--- config.mk ---
export PLATFORM = sky130hd
export DESIGN_NAME = rgch_cmd_handler
export DESIGN_NICKNAME = d
export VERILOG_FILES = /design/src/logic/rgch_pkg.sv /design/src/logic/rgch_cmd_handler.sv /design/src/logic/rgch_frame_rx.sv
export VERILOG_INCLUDE_DIRS = /design/src /design/src/logic
export SDC_FILE = /design/constraint.sdc
export NUM_CORES = 1
export LEC_CHECK = 0
export ABC_AREA = 0
export BUFFER_PORTS_ARGS = -buffer_cell sky130_fd_sc_hd__buf_2
export CORE_AREA = 2 2 93 95
export CTS_BUF_LIST = sky130_fd_sc_hd__clkbuf_4 sky130_fd_sc_hd__clkbuf_8
export DETAILED_ROUTE_END_ITERATION = 10
export DIE_AREA = 0 0 95 97
export GPL_ROUTABILITY_DRIVEN = 0
export PLACE_DENSITY = 0.89
export SETUP_SLACK_MARGIN = 0.02
export SYNTH_ARGS = -nofsm -noshare
export SYNTH_HDL_FRONTEND = slang
export SYNTH_SLANG_ARGS = --single-unit
--- constraint.sdc ---
create_clock -name clock_i -period 3.7 [get_ports clock_i]
set_input_delay 0.37 -clock clock_i [delete_from_list [all_inputs] [get_ports clock_i]]
set_output_delay 0.37 -clock clock_i [all_outputs]
set_load 0.05 [all_outputs]
--- src/logic/rgch_regs.svh ---
// frame bytes, command codes, state codes and status values for the command handler
`ifndef RGCH_REGS_SVH
`define RGCH_REGS_SVH
`define RGCH_START_BYTE   8'h3C
`define RGCH_END_BYTE     8'h3E
`define RGCH_CMD_WR_OUT   8'h28
`define RGCH_CMD_RD_CHAN  8'h29
`define RGCH_CMD_RD_PWR   8'h2B
`define RGCH_CMD_WR_PWR   8'h2C
`define RGCH_CMD_RD_STATE 8'h2D
`define RGCH_CMD_WR_STATE 8'h2E
`define RGCH_CMD_RD_RSSI  8'h2F
`define RGCH_PARAM_ZERO   8'h00
`define RGCH_STATUS_OK    8'h00
`define RGCH_STATUS_ERR   8'h01
`define RGCH_LEVEL_HIGH   8'h01
`define RGCH_LEVEL_LOW    8'h00
`define RGCH_RS_UNKNOWN   8'h00
`define RGCH_RS_SLEEP     8'h01
`define RGCH_RS_IDLE      8'h02
`define RGCH_RS_RX_ON     8'h03
`define RGCH_RS_TX_ON     8'h04
`define RGCH_WS_AWAKE     8'h00
`define RGCH_WS_SLEEP     8'h01
`define RGCH_WS_IDLE      8'h02
`define RGCH_WS_RX_ON     8'h03
`define RGCH_WS_PDN       8'h04
`define RGCH_RS_PDN_CODE  8'h00
`define RGCH_GPIO_COUNT   8
`define RGCH_MAX_PARAMS   3
`endif

--- src/logic/rgch_pkg.sv ---
// types shared by the command handler modules
package rgch_pkg;
  typedef struct packed {
    logic [7:0] code;
    logic [7:0] p1;
    logic [7:0] p2;
    logic [7:0] p3;
  } rgch_cmd_type;

  typedef struct packed {
    logic [7:0] code;
    logic [7:0] p1;
  } rgch_rsp_type;

  typedef enum logic [2:0] {
    RGCH_RADIO_UNKNOWN,
    RGCH_RADIO_SLEEP,
    RGCH_RADIO_IDLE,
    RGCH_RADIO_RX_ON,
    RGCH_RADIO_TX_ON,
    RGCH_RADIO_PDN
  } rgch_radio_type;
endpackage

--- src/logic/rgch_cmd_handler.sv ---
// command handler: gpio output, channel, tx power, radio state and rssi commands
`timescale 1ns/10ps
`include "rgch_regs.svh"
module rgch_cmd_handler
  import rgch_pkg::*;
(
  input  wire logic         clock_i,
  input  wire logic         rst_b_i,
  input  wire logic         ce_i,
  input  wire logic         rx_valid_i,
  input  wire logic [7:0]   rx_byte_i,
  input  wire logic [7:0]   out_default_i,
  input  wire logic [7:0]   out_enable_cfg_i,
  input  wire logic [7:0]   analog_cfg_i,
  input  wire logic [1:0]   chan_stored_i,
  input  wire logic [7:0]   power_stored_i,
  input  wire logic         end_node_i,
  input  wire logic         tx_pending_i,
  input  wire logic         radio_fault_i,
  input  wire logic [7:0]   ambient_level_i,
  output logic              rsp_valid_o,
  output rgch_rsp_type      rsp_o,
  output logic [7:0]        gpio_out_o,
  output logic [7:0]        gpio_oe_o,
  output logic [7:0]        transmit_power_setting_o,
  output logic [7:0]        radio_state_code_o,
  output logic              radio_power_o,
  output logic              rx_enable_o,
  output logic              tx_enable_o,
  output logic              power_down_state_o
);
  logic                cmd_valid;
  rgch_cmd_type        cmd;
  logic [1:0]          nparam;
  logic [7:0]          out_lvl_r, out_lvl_nxt;
  logic [7:0]          pwr_r, pwr_nxt;
  rgch_radio_type      base_r, base_nxt;
  logic                loaded_r, loaded_nxt;
  logic                rsp_v_r, rsp_v_nxt;
  rgch_rsp_type        rsp_r, rsp_nxt;
  rgch_radio_type      eff_state;
  logic [7:0]          amb_s1_r, amb_s2_r;
  logic [1:0]          tx_s_r, flt_s_r;
  logic                txp, flt;

  // pin inputs pass two flip-flops
  always_ff @(posedge clock_i)
  begin
    if (!rst_b_i)
    begin
      amb_s1_r <= 8'h00;
      amb_s2_r <= 8'h00;
      tx_s_r   <= 2'h0;
      flt_s_r  <= 2'h0;
    end
    else if (ce_i)
    begin
      amb_s1_r <= ambient_level_i;
      amb_s2_r <= amb_s1_r;
      tx_s_r   <= {tx_s_r[0], tx_pending_i};
      flt_s_r  <= {flt_s_r[0], radio_fault_i};
    end
  end
  assign txp = tx_s_r[1];
  assign flt = flt_s_r[1];

  rgch_frame_rx u_rx (
    .clock_i      (clock_i),
    .rst_b_i      (rst_b_i),
    .ce_i         (ce_i),
    .rx_valid_i   (rx_valid_i),
    .rx_byte_i    (rx_byte_i),
    .cmd_valid_o  (cmd_valid),
    .cmd_o        (cmd),
    .cmd_nparam_o (nparam)
  );

  function automatic logic [7:0] state_code(input rgch_radio_type s);
    unique case (s)
      RGCH_RADIO_SLEEP: state_code = `RGCH_RS_SLEEP;
      RGCH_RADIO_IDLE:  state_code = `RGCH_RS_IDLE;
      RGCH_RADIO_RX_ON: state_code = `RGCH_RS_RX_ON;
      RGCH_RADIO_TX_ON: state_code = `RGCH_RS_TX_ON;
      default:          state_code = `RGCH_RS_UNKNOWN;
    endcase
  endfunction

  function automatic logic out_ok(input logic [7:0] gpio);
    out_ok = (gpio < 8'(`RGCH_GPIO_COUNT)) && out_enable_cfg_i[gpio[2:0]]
             && !analog_cfg_i[gpio[2:0]];
  endfunction

  // transmit overrides any awake base state; sleep and power down hold off
  always_comb
  begin
    if (flt)
      eff_state = RGCH_RADIO_UNKNOWN;
    else if (txp && (base_r == RGCH_RADIO_IDLE || base_r == RGCH_RADIO_RX_ON))
      eff_state = RGCH_RADIO_TX_ON;
    else
      eff_state = base_r;
  end

  always_comb
  begin
    out_lvl_nxt = out_lvl_r;
    pwr_nxt     = pwr_r;
    base_nxt    = base_r;
    loaded_nxt  = 1'b1;
    rsp_v_nxt   = 1'b0;
    rsp_nxt     = rsp_r;
    if (!loaded_r)
    begin
      out_lvl_nxt = out_default_i;
      pwr_nxt     = power_stored_i;
    end
    else if (cmd_valid)
    begin
      rsp_v_nxt    = 1'b1;
      rsp_nxt.code = cmd.code;
      rsp_nxt.p1   = `RGCH_STATUS_ERR;
      unique case (cmd.code)
        `RGCH_CMD_WR_OUT:
          if (nparam == 2'd3 && cmd.p1 == `RGCH_PARAM_ZERO && out_ok(cmd.p2)
              && (cmd.p3 == `RGCH_LEVEL_HIGH || cmd.p3 == `RGCH_LEVEL_LOW))
          begin
            out_lvl_nxt[cmd.p2[2:0]] = cmd.p3[0];
            rsp_nxt.p1               = `RGCH_STATUS_OK;
          end
        `RGCH_CMD_RD_CHAN:
          rsp_nxt.p1 = {6'h00, chan_stored_i};
        `RGCH_CMD_RD_PWR:
          rsp_nxt.p1 = pwr_r;
        `RGCH_CMD_WR_PWR:
          if (nparam == 2'd1)
          begin
            pwr_nxt    = cmd.p1;
            rsp_nxt.p1 = `RGCH_STATUS_OK;
          end
        `RGCH_CMD_RD_STATE:
          rsp_nxt.p1 = state_code(eff_state);
        `RGCH_CMD_WR_STATE:
          if (nparam == 2'd1)
          begin
            rsp_nxt.p1 = `RGCH_STATUS_OK;
            unique case (cmd.p1)
              `RGCH_WS_AWAKE: base_nxt = RGCH_RADIO_RX_ON;
              `RGCH_WS_RX_ON: base_nxt = RGCH_RADIO_RX_ON;
              `RGCH_WS_SLEEP: if (end_node_i) base_nxt = RGCH_RADIO_SLEEP;
                              else rsp_nxt.p1 = `RGCH_STATUS_ERR;
              `RGCH_WS_IDLE:  if (end_node_i) base_nxt = RGCH_RADIO_IDLE;
                              else rsp_nxt.p1 = `RGCH_STATUS_ERR;
              `RGCH_WS_PDN:   if (end_node_i) base_nxt = RGCH_RADIO_PDN;
                              else rsp_nxt.p1 = `RGCH_STATUS_ERR;
              default:        rsp_nxt.p1 = `RGCH_STATUS_ERR;
            endcase
          end
        `RGCH_CMD_RD_RSSI:
          rsp_nxt.p1 = amb_s2_r;
        default:
        begin
          // unknown codes: no answer, last response keeps standing
          rsp_v_nxt = 1'b0;
          rsp_nxt   = rsp_r;
        end
      endcase
    end
  end

  always_ff @(posedge clock_i)
  begin
    if (!rst_b_i)
    begin
      out_lvl_r <= 8'h00;
      pwr_r     <= 8'h00;
      base_r    <= RGCH_RADIO_RX_ON;
      loaded_r  <= 1'b0;
      rsp_v_r   <= 1'b0;
      rsp_r     <= '0;
    end
    else if (ce_i)
    begin
      out_lvl_r <= out_lvl_nxt;
      pwr_r     <= pwr_nxt;
      base_r    <= base_nxt;
      loaded_r  <= loaded_nxt;
      rsp_v_r   <= rsp_v_nxt;
      rsp_r     <= rsp_nxt;
    end
  end

  assign rsp_valid_o              = rsp_v_r & ce_i;
  assign rsp_o                    = rsp_r;
  assign gpio_out_o               = out_lvl_r & out_enable_cfg_i;
  assign gpio_oe_o                = out_enable_cfg_i & ~analog_cfg_i;
  assign transmit_power_setting_o = pwr_r;
  assign radio_state_code_o       = state_code(eff_state);
  assign radio_power_o            = !(base_r == RGCH_RADIO_SLEEP || base_r == RGCH_RADIO_PDN);
  assign rx_enable_o              = (eff_state == RGCH_RADIO_RX_ON);
  assign tx_enable_o              = (eff_state == RGCH_RADIO_TX_ON);
  assign power_down_state_o       = (base_r == RGCH_RADIO_PDN);

  wire [7:0] st_code_now = state_code(eff_state);

  wr_state_role_a: assert property (@(posedge clock_i) disable iff (!rst_b_i)
    ce_i && cmd_valid && loaded_r && cmd.code == `RGCH_CMD_WR_STATE && !end_node_i
    |=> base_r != RGCH_RADIO_SLEEP && base_r != RGCH_RADIO_IDLE && base_r != RGCH_RADIO_PDN)
    else $error("non end node left the awake states");
  bad_state_err_a: assert property (@(posedge clock_i) disable iff (!rst_b_i)
    ce_i && cmd_valid && loaded_r && cmd.code == `RGCH_CMD_WR_STATE && cmd.p1 > `RGCH_WS_PDN
    |=> rsp_r.p1 == `RGCH_STATUS_ERR && $stable(base_r))
    else $error("bad state code not refused");
  wr_out_level_a: assert property (@(posedge clock_i) disable iff (!rst_b_i)
    ce_i && cmd_valid && loaded_r && cmd.code == `RGCH_CMD_WR_OUT && nparam == 2'd3
    && cmd.p1 == 8'h00 && out_ok(cmd.p2) && cmd.p3 == 8'h01
    |=> out_lvl_r[$past(cmd.p2[2:0])] && rsp_r.p1 == `RGCH_STATUS_OK)
    else $error("output write did not drive high");
  wr_out_refuse_a: assert property (@(posedge clock_i) disable iff (!rst_b_i)
    ce_i && cmd_valid && loaded_r && cmd.code == `RGCH_CMD_WR_OUT && !out_ok(cmd.p2)
    |=> $stable(out_lvl_r) && rsp_r.p1 == `RGCH_STATUS_ERR)
    else $error("write to non output line accepted");
  rd_power_a: assert property (@(posedge clock_i) disable iff (!rst_b_i)
    ce_i && cmd_valid && loaded_r && cmd.code == `RGCH_CMD_RD_PWR
    |=> rsp_v_r && rsp_r.p1 == $past(pwr_r))
    else $error("power read mismatch");
  wr_power_a: assert property (@(posedge clock_i) disable iff (!rst_b_i)
    ce_i && cmd_valid && loaded_r && cmd.code == `RGCH_CMD_WR_PWR && nparam == 2'd1
    |=> pwr_r == $past(cmd.p1))
    else $error("power write not stored");
  rd_chan_a: assert property (@(posedge clock_i) disable iff (!rst_b_i)
    ce_i && cmd_valid && loaded_r && cmd.code == `RGCH_CMD_RD_CHAN
    |=> rsp_v_r && rsp_r.p1 == {6'h00, $past(chan_stored_i)} && rsp_r.p1 <= 8'h03)
    else $error("channel answer wrong");
  tx_auto_a: assert property (@(posedge clock_i) disable iff (!rst_b_i)
    txp && !flt && base_r == RGCH_RADIO_IDLE |-> tx_enable_o && !rx_enable_o)
    else $error("pending data did not force transmit");
  state_code_a: assert property (@(posedge clock_i) disable iff (!rst_b_i)
    ce_i && cmd_valid && loaded_r && cmd.code == `RGCH_CMD_RD_STATE
    |=> rsp_v_r && rsp_r.p1 == $past(st_code_now) && rsp_r.p1 <= `RGCH_RS_TX_ON)
    else $error("state read answer wrong");
  sleep_off_a: assert property (@(posedge clock_i) disable iff (!rst_b_i)
    base_r == RGCH_RADIO_SLEEP |-> !radio_power_o && !tx_enable_o)
    else $error("radio powered in sleep");

  cv_wr_out_c: cover property (@(posedge clock_i) cmd_valid && cmd.code == `RGCH_CMD_WR_OUT);
  cv_sleep_c:  cover property (@(posedge clock_i) base_r == RGCH_RADIO_SLEEP);
  cv_tx_c:     cover property (@(posedge clock_i) tx_enable_o);
  cv_rssi_c:   cover property (@(posedge clock_i) cmd_valid && cmd.code == `RGCH_CMD_RD_RSSI);
endmodule

--- src/logic/rgch_frame_rx.sv ---
// byte-stream deframer: start, command code, up to three params, end
`timescale 1ns/10ps
`include "rgch_regs.svh"
module rgch_frame_rx
  import rgch_pkg::*;
(
  input  wire logic         clock_i,
  input  wire logic         rst_b_i,
  input  wire logic         ce_i,
  input  wire logic         rx_valid_i,
  input  wire logic [7:0]   rx_byte_i,
  output logic              cmd_valid_o,
  output rgch_cmd_type      cmd_o,
  output logic [1:0]        cmd_nparam_o
);
  typedef enum logic [1:0] {RGCH_FR_HUNT, RGCH_FR_CODE, RGCH_FR_BODY} rgch_fr_type;
  rgch_fr_type  st_r, st_nxt;
  rgch_cmd_type cmd_r, cmd_nxt;
  logic [1:0]   cnt_r, cnt_nxt;
  logic         done_r, done_nxt;

  always_comb
  begin
    st_nxt   = st_r;
    cmd_nxt  = cmd_r;
    cnt_nxt  = cnt_r;
    done_nxt = 1'b0;
    if (rx_valid_i)
    begin
      unique case (st_r)
        RGCH_FR_HUNT:
          if (rx_byte_i == `RGCH_START_BYTE)
          begin
            st_nxt  = RGCH_FR_CODE;
            cnt_nxt = 2'd0;
            cmd_nxt = '0;
          end
        RGCH_FR_CODE:
        begin
          cmd_nxt.code = rx_byte_i;
          st_nxt       = RGCH_FR_BODY;
        end
        RGCH_FR_BODY:
          if (rx_byte_i == `RGCH_END_BYTE)
          begin
            done_nxt = 1'b1;
            st_nxt   = RGCH_FR_HUNT;
          end
          else if (cnt_r == 2'd3)
            st_nxt = RGCH_FR_HUNT;
          else
          begin
            unique case (cnt_r)
              2'd0:    cmd_nxt.p1 = rx_byte_i;
              2'd1:    cmd_nxt.p2 = rx_byte_i;
              default: cmd_nxt.p3 = rx_byte_i;
            endcase
            cnt_nxt = cnt_r + 2'd1;
          end
        default: st_nxt = RGCH_FR_HUNT;
      endcase
    end
  end

  always_ff @(posedge clock_i)
  begin
    if (!rst_b_i)
    begin
      st_r   <= RGCH_FR_HUNT;
      cmd_r  <= '0;
      cnt_r  <= 2'd0;
      done_r <= 1'b0;
    end
    else if (ce_i)
    begin
      st_r   <= st_nxt;
      cmd_r  <= cmd_nxt;
      cnt_r  <= cnt_nxt;
      done_r <= done_nxt;
    end
  end

  assign cmd_valid_o  = done_r & ce_i;
  assign cmd_o        = cmd_r;
  assign cmd_nparam_o = cnt_r;
endmodule

==> key figures, run 1 <==
Clocking
  • CTS tree: built
  • Root buffer cell: clkbuf_8
  • # Post-CTS Setup Buffers: 0
  • Post_cts resized: 0
  • Cts hold-fix bufs: 0
  • Clk slew on worst S/H paths: 90 ps
  • Clk sinks: 94
  • # H-tree levels: 3
  • CTS Buf Count: 9
  • Skew-Pair Late Insertion Delay: 360 ps
  • Clock Path Buffers: 2

Setup path
  • Crit. End Element: register
  • Critical path fanouts, max: 16
  • Crit path DAT: 2770 ps
  • Reg-to-reg endpoint: out_lvl_r[2]
  • Critical Path End: out_lvl_r[2]
  • CP startpoint kind: register
  • Critical path class: register to register
  • Worst r2r src: u_rx.cmd_nparam_o[0]
  • R2R depth: 7
  • WP data required: 3920 ps
  • Critical Path Start: u_rx.cmd_nparam_o[0]
  • Reg-to-reg slack, setup: 1150 ps

Floorplan
  • Die Area: 9220 um2
  • Die width: 95 um
  • Site row count: 33
  • Initial Utilization: 59.2%
  • I/O pin total: 110
  • Die Y: 97 um
  • Core ar.: 8130 um2

Synth
  • Seq/Total Area, Yosys: 39.1%
  • Mapped cell area: 4820 um2
  • Top FF cell, synth: dfxtp_1
  • Ys async rst share: 0%
  • Synth cell types: 51
  • Mapped Avg Cell Area: 8.70 um2
  • Syn. warnings: 0
  • Synthesized netlist cell count: 554
  • Count of flip-flops with a built-in enable after synthesis: 0
  • Flop and latch count out of synthesis: 94

Run
  • MaxCap Viol Count: 0

Detailed routing
  • Via count: 4253
  • Remaining DRCs: 0
  • Routed length per instance: 15.9 um
  • Vias/cell: 5.72
  • Antenna Violating Nets Remaining: 0
  • DRT Pass-1 Iters: 5
  • Starting DRT DRC Count: 371
  • Wirelength, routed: 11.8 mm

Timing
  • Unrepaired setup endpoints after global routing: false
  • Slew HR: 29.8%
  • Tcrit/Tclk final: 69.0%
  • Final number of setup-violating endpoints: 0
  • Final Max Tran Viols: 0
  • Measured slew at the worst slew-check pin: 1050 ps
  • TNS Setup: 0 ps
  • FMAX: 392 MHz
  • Final hold violations: 0
  • Crit path time final: 2550 ps
  • Clock Skew: 7.96 ps

Global route
  • Grt ovf: 0
  • Number of global-route vias before repair: 4122
  • Global-route wire length before repair: 19.3 mm
  • Initial antenna violation count: 0
  • GRT Total Usage: 26.3%
  • Pin count of the biggest net entering global routing: 60

Placement
  • DP HPWL: 8.72 mm
  • I/O Buffers: 104

Outcome
  • Status: finished, final reports clean

Power and ir drop
  • Switching Power: 0.000528 W
  • Pleak: 2.43 nW
  • PD cells: 351 nW/um2
  • Switching share of power: 27.4%
  • Internal Power: 0.00140 W
  • Power, Total: 0.00193 W
  • VDD IR max: 0.000270 V
  • Part of the power in registers: 54.9%
  • Clock power frac: 31.9%
  • Combinational share of power: 13.2%

Finish
  • Growth of design area from synthesis to finish: 14.1%
  • FF/Latch Area: 1880 um2
  • Layout cells sized above 1: 20.4%
  • Number of nets in the layout: 693
  • Fill count: 642
  • Diode count: 0
  • Multi-input gate area: 2690 um2

Min path
  • Class of the worst hold path: input pin to register
  • Hold Path Depth: 3
## final cells by class
cell class	count	share of cell area, %
tap	105	2.39
sequential	94	34.2
timing repair buffer	109	10.2
inverter	15	1.02
multi-input combinational	404	49.0
clock inverter	4	0.410
clock buffer	12	2.78
## metal layers
| layer | vias to the layer above | part of all wire, % | global-route usage [%] | wire length [um] |
|---|---|---|---|---|
| met5 | - | 0 | 0 | 0 |
| met4 | 0 | 1.8 | 8.47 | 211 |
| met2 | 150 | 51 | 44.3 | 5980 |
| met1 | 2012 | 42 | 33.4 | 4930 |
| met3 | 23 | 6.1 | 5.45 | 718 |
| li1 | 2068 | - | - | - |
## power groups by stage
stage               combinational [W]  clock [W]  sequential (W)
floorplan                    0.000164          0         0.00109
global placement             0.000244          0         0.00108
detailed placement           0.000252          0         0.00108
CTS                          0.000254   0.000626         0.00106
global route                 0.000274   0.000666         0.00106
finish                       0.000254   0.000615         0.00106
## cells in the mapped netlist, drive strengths merged (6+ instances only)
cell | number | share of area, %
nand4 | 10 | 1.3
nand3 | 28 | 2.9
inv | 15 | 1.2
dfxtp | 94 | 39
nand2b | 8 | 1.0
and2 | 29 | 3.8
nor2b | 67 | 8.7
nand2 | 54 | 4.2
mux2i | 58 | 12
buf | 15 | 1.8
a21boi | 11 | 1.7
nor2 | 19 | 1.5
clkbuf | 30 | 2.3
a22o | 11 | 2.0
o211a | 8 | 1.7
o211ai | 15 | 2.3
o21ai | 25 | 2.6
o21a | 7 | 1.1
nor3b | 6 | 0.93
## through the flow
step	cell area, um2	setup WS (ps)	hold WS (ps)	utilization [%]	instances
after floorplan	4830	599	442	-	558
after global placement	5320	1320	438	65.4	727
after detailed placement	5320	1200	445	65.4	727
after CTS	5500	1190	268	67.6	743
after global routing	5500	958	269	67.6	743
final	5500	1150	276	67.6	743
## worst min path at each step
stage,start,to,slack [ps]
floorplan,u_rx.cmd_o[29],u_rx.cmd_o[29],440
global placement,rsp_o[14],rsp_o[14],440
detailed placement,rsp_o[14],rsp_o[14],450
CTS,ambient_level_i[5],amb_s1_r[5],270
global route,ambient_level_i[2],amb_s1_r[2],270
finish,ambient_level_i[5],amb_s1_r[5],280
## cell families after synthesis
kind of cell | synth area share [%]
mux | 12.5
other cells | 0.0778
compound gates | 14.8
simple gates | 27.2
buf+inv | 5.32
flops | 39.1
fa+ha+maj | 0.779
xor+xnor | 0.182
## critical path, stage by stage (launching register included)
cell,delay [ps]
dfxtp_1,400
ha_1,320
nor4b_1,370
nand4_1,180
nor2_1,150
nand4_1,570
nand3_1,310
o211ai_1,120
## registers in the layout, indices dropped and copies added (netlist names)
name,flops
u_rx.done_r,1
loaded_r,1
amb_s2_r,8
tx_s_r,2
transmit_power_setting_o,8
base_r,3
u_rx.cmd_o,32
rsp_v_r,1
out_lvl_r,8
u_rx.st_r,2
rsp_o,16
u_rx.cmd_nparam_o,2
flt_s_r,2
amb_s1_r,8
## placed cells by master, fill, tap and decap left out, types with 2 or more instances in the layout
cell	netlist	layout
dfxtp_1	94	94
a22o_1	11	11
nor2_1	19	19
o21ai_0	23	23
clkbuf_4	0	2
and4_1	2	2
mux2i_1	58	58
clkbuf_8	0	10
nand2_1	54	54
nor4_1	5	5
conb_1	1	5
nor2b_1	67	67
buf_2	7	104
o21ai_1	2	2
o21a_1	7	7
a21boi_0	10	10
o211a_1	8	8
a21oi_1	4	4
nor3b_1	6	6
a31oi_1	3	3
ha_1	3	3
a211oi_1	3	3
and2_1	29	29
nand2b_1	8	8
nand4_1	10	10
o211ai_1	15	15
inv_1	15	15
buf_4	6	5
nor3_1	2	2
clkinv_2	0	3
nor4b_1	2	2
nand3_1	28	28
Note: power is estimated with default switching activity, not from simulation.
==> inputs of run 2 (changes only) <==
--- a/config.mk
+++ b/config.mk
@@ -6,14 +6,14 @@
 export SDC_FILE = /design/constraint.sdc
 export NUM_CORES = 1
 export LEC_CHECK = 0
-export ABC_AREA = 0
+export ABC_AREA = 1
 export BUFFER_PORTS_ARGS = -buffer_cell sky130_fd_sc_hd__buf_2
-export CORE_AREA = 2 2 93 95
+export CORE_AREA = 2 2 100 102
 export CTS_BUF_LIST = sky130_fd_sc_hd__clkbuf_4 sky130_fd_sc_hd__clkbuf_8
 export DETAILED_ROUTE_END_ITERATION = 10
-export DIE_AREA = 0 0 95 97
+export DIE_AREA = 0 0 102 104
 export GPL_ROUTABILITY_DRIVEN = 0
-export PLACE_DENSITY = 0.89
+export PLACE_DENSITY = 0.8
 export SETUP_SLACK_MARGIN = 0.02
 export SYNTH_ARGS = -nofsm -noshare
 export SYNTH_HDL_FRONTEND = slang
==> constraint.sdc (replaced) <==
create_clock -name clock_i -period 2.17 [get_ports clock_i]
set_input_delay 0.217 -clock clock_i [delete_from_list [all_inputs] [get_ports clock_i]]
set_output_delay 0.217 -clock clock_i [all_outputs]
set_load 0.05 [all_outputs]
==> run 2 against run 1 <==
Routed wire length is 3.4% lower. Critical path depth is 4 higher. Combinational power is 74% higher. Cell count is 29% higher. Sequential share of layout area is 0.10 points lower. Die area is 15% higher. Count of clock-buffer cells in the layout is 1 lower. Largest power group unchanged. Highest routed layer unchanged.
==> key figures, run 2 <==
Outcome
  • Status: finished, final reports clean

Timing
  • Unrepaired setup endpoints after global routing: false
  • Final number of setup-violating endpoints: 0
  • Slew HR: 43.6%
  • TNS Setup: 0 ps
  • FMAX: 558 MHz
  • Final hold violations: 0
  • Crit path time final: 1790 ps
  • Final Max Tran Viols: 0
  • Tcrit/Tclk final: 82.6%
  • Measured slew at the worst slew-check pin: 845 ps
  • Clock Skew: 11.3 ps

Clocking
  • Skew-Pair Late Insertion Delay: 370 ps
  • Clock Path Buffers: 2
  • CTS Buf Count: 9
  • Clk sinks: 94
  • Clk slew on worst S/H paths: 100 ps
  • Cts hold-fix bufs: 0
  • # H-tree levels: 3
  • Root buffer cell: clkbuf_8
  • Post_cts resized: 0
  • CTS tree: built
  • # Post-CTS Setup Buffers: 0

Floorplan
  • Initial Utilization: 49.1%
  • Core ar.: 9550 um2
  • Die Y: 104 um
  • Site row count: 36
  • I/O pin total: 110
  • Die Area: 10600 um2
  • Die width: 102 um

Power and ir drop
  • Clock power frac: 37.9%
  • VDD IR max: 0.000363 V
  • Internal Power: 0.00262 W
  • Combinational share of power: 12.2%
  • Switching share of power: 27.4%
  • Switching Power: 0.000989 W
  • Pleak: 2.78 nW
  • Part of the power in registers: 49.9%
  • Power, Total: 0.00361 W
  • PD cells: 656 nW/um2

Setup path
  • Worst r2r src: u_rx.cmd_o[8]
  • CP startpoint kind: register
  • Crit-path cells: inv_2 > nand3_1 > nand2_1 > inv_1 > nand2_1 > nor2_1 > nand3_1 > nand2_2 > nand3_1 > nand2_1 > nor2_1
  • Slowest CP cell: dfxtp_1
  • Crit. End Element: register
  • Crit path DAT: 2050 ps
  • Reg-to-reg slack, setup: 380 ps
  • WP data required: 2430 ps
  • CP peak stage delay: 530 ps
  • Critical path class: register to register
  • Critical path fanouts, max: 16
  • Critical Path Start: u_rx.cmd_o[8]

Synth
  • Commonest cells in the netlist: nand2_1, nor2_1, dfxtp_1
  • Synthesized netlist cell count: 730
  • Top cell type's share of synthesized area: 40.1%
  • Syn. warnings: 0
  • Top FF cell, synth: dfxtp_1
  • Largest area contributor in the netlist: dfxtp_1
  • Synth cell types: 34
  • Ys async rst share: 0%
  • Top-count cell post-synth: nand2_1
  • Seq/Total Area, Yosys: 40.1%
  • Area contributors post-synth: dfxtp_1, nand2_1, nor2_1, inv_1, a21oi_1
  • Count of flip-flops with a built-in enable after synthesis: 0
  • Mapped cell area: 4690 um2
  • Flop and latch count out of synthesis: 94
  • Mapped Avg Cell Area: 6.43 um2

Min path
  • Class of the worst hold path: input pin to register
  • Worst min-delay path startpoint: ambient_level_i[2]

Finish
  • Diode count: 0
  • Util after Layout: 57.7%
  • Layout cells sized above 1: 17.3%
  • Fin area: 5510 um2
  • Growth of design area from synthesis to finish: 17.5%
  • Commonest non-fill, non-tap cell in the layout: nand2_1
  • Number of flip-flops under the largest register name: 32
  • Commonest non-fill, non-tap cells in the layout: nand2_1, nor2_1, buf_2
  • Number of nets in the layout: 883

Detailed routing
  • DRT Pass-1 Iters: 5
  • Starting DRT DRC Count: 254
  • Wirelength, routed: 11.4 mm
  • Vias/cell: 4.88
  • Via count: 4694
  • Routed length per instance: 11.9 um
  • Remaining DRCs: 0
  • Antenna Violating Nets Remaining: 0

Global route
  • Initial antenna violation count: 0
  • Global-route wire length before repair: 18.3 mm
  • GRT Total Usage: 21.4%
  • Grt ovf: 0
  • Pin count of the biggest net entering global routing: 70
  • Number of global-route vias before repair: 4065

Placement
  • I/O Buffers: 104
  • DP HPWL: 8.34 mm
  • Post-DP Area: 5280 um2

Run
  • MaxCap Viol Count: 0
run 2: cell count changes in the layout (fill, tap and decap cells not counted), sizes merged, moves of 8 or more:
cell and delta:
a21boi -11, nand2 +137, a22o -11, mux2i -58, and2 -29, nand2b -8, a21oi +51, nor2 +118
o21ai +20, nor2b -67, o211ai -13, inv +79, nand3 +16
run 2: area by class of cell:
type,instances,area [um2]
Timing Repair Buffer,111,573
Multi-Input combinational cell,516,2310
Sequential cell,94,1880
Inverter,91,342
Tap cell,133,166
Clock inverter,5,86.3
Clock buffer,11,151
Fill cell,965,4040
run 2: metrics by stage:
| stage | hold slack (ps) | cells | setup slack, ps |
|---|---|---|---|
| floorplan | 352 | 734 | 126 |
| global placement | 442 | 945 | 410 |
| detailed placement | 444 | 945 | 337 |
| CTS | 60.6 | 961 | 389 |
| global route | 67.8 | 961 | 154 |
| finish | 65.8 | 961 | 377 |
run 2: logic make-up (layout without fill, tap and decap cells):
group                      count (synthesis)  after routing  share of synthesized area (%)
adders and majority gates                  3              3                          0.800
DFF                                       94             94                           40.1
and+or+nand+nor                          391            391                           34.5
other                                      1              5                         0.0799
AOI/OAI and AO/OA                        116            116                           13.3
xor gates and xnor gates                   1              1                          0.187
buffers and inverters                    124            218                           11.0
run 2: worst paths after layout:
path	cells past startpoint	end
worst max-delay path	11	out_lvl_r[6]
worst min-delay path	3	amb_s1_r[2]
worst max register to register	11	out_lvl_r[6]
worst min register to register	2	amb_s2_r[5]
run 2: power by group through the flow:
| stage | Combinational (W) | Clock (W) | Sequential (W) |
|---|---|---|---|
| detailed placement | 0.000441 | 0 | 0.00184 |
| global route | 0.000484 | 0.00146 | 0.00181 |
| floorplan | 0.000286 | 0 | 0.00187 |
| finish | 0.000442 | 0.00137 | 0.00180 |
| global placement | 0.000437 | 0 | 0.00184 |
| CTS | 0.000442 | 0.00139 | 0.00180 |
run 2: per-layer routing:
layer | vias to the layer above | global-route usage [%] | wire length [um]
li1 | 2476 | - | -
met1 | 2063 | 30.5 | 5520
met2 | 141 | 32.8 | 5090
met3 | 14 | 3.29 | 650
met4 | 0 | 7.33 | 170
met5 | - | 0 | 0
run 2: worst max-delay path, delay by kind of cell, from the launching register on:
kind	cells	cell delay, ps
DFF	1	530
buffers and inverters	2	180
and+or+nand+nor	9	980
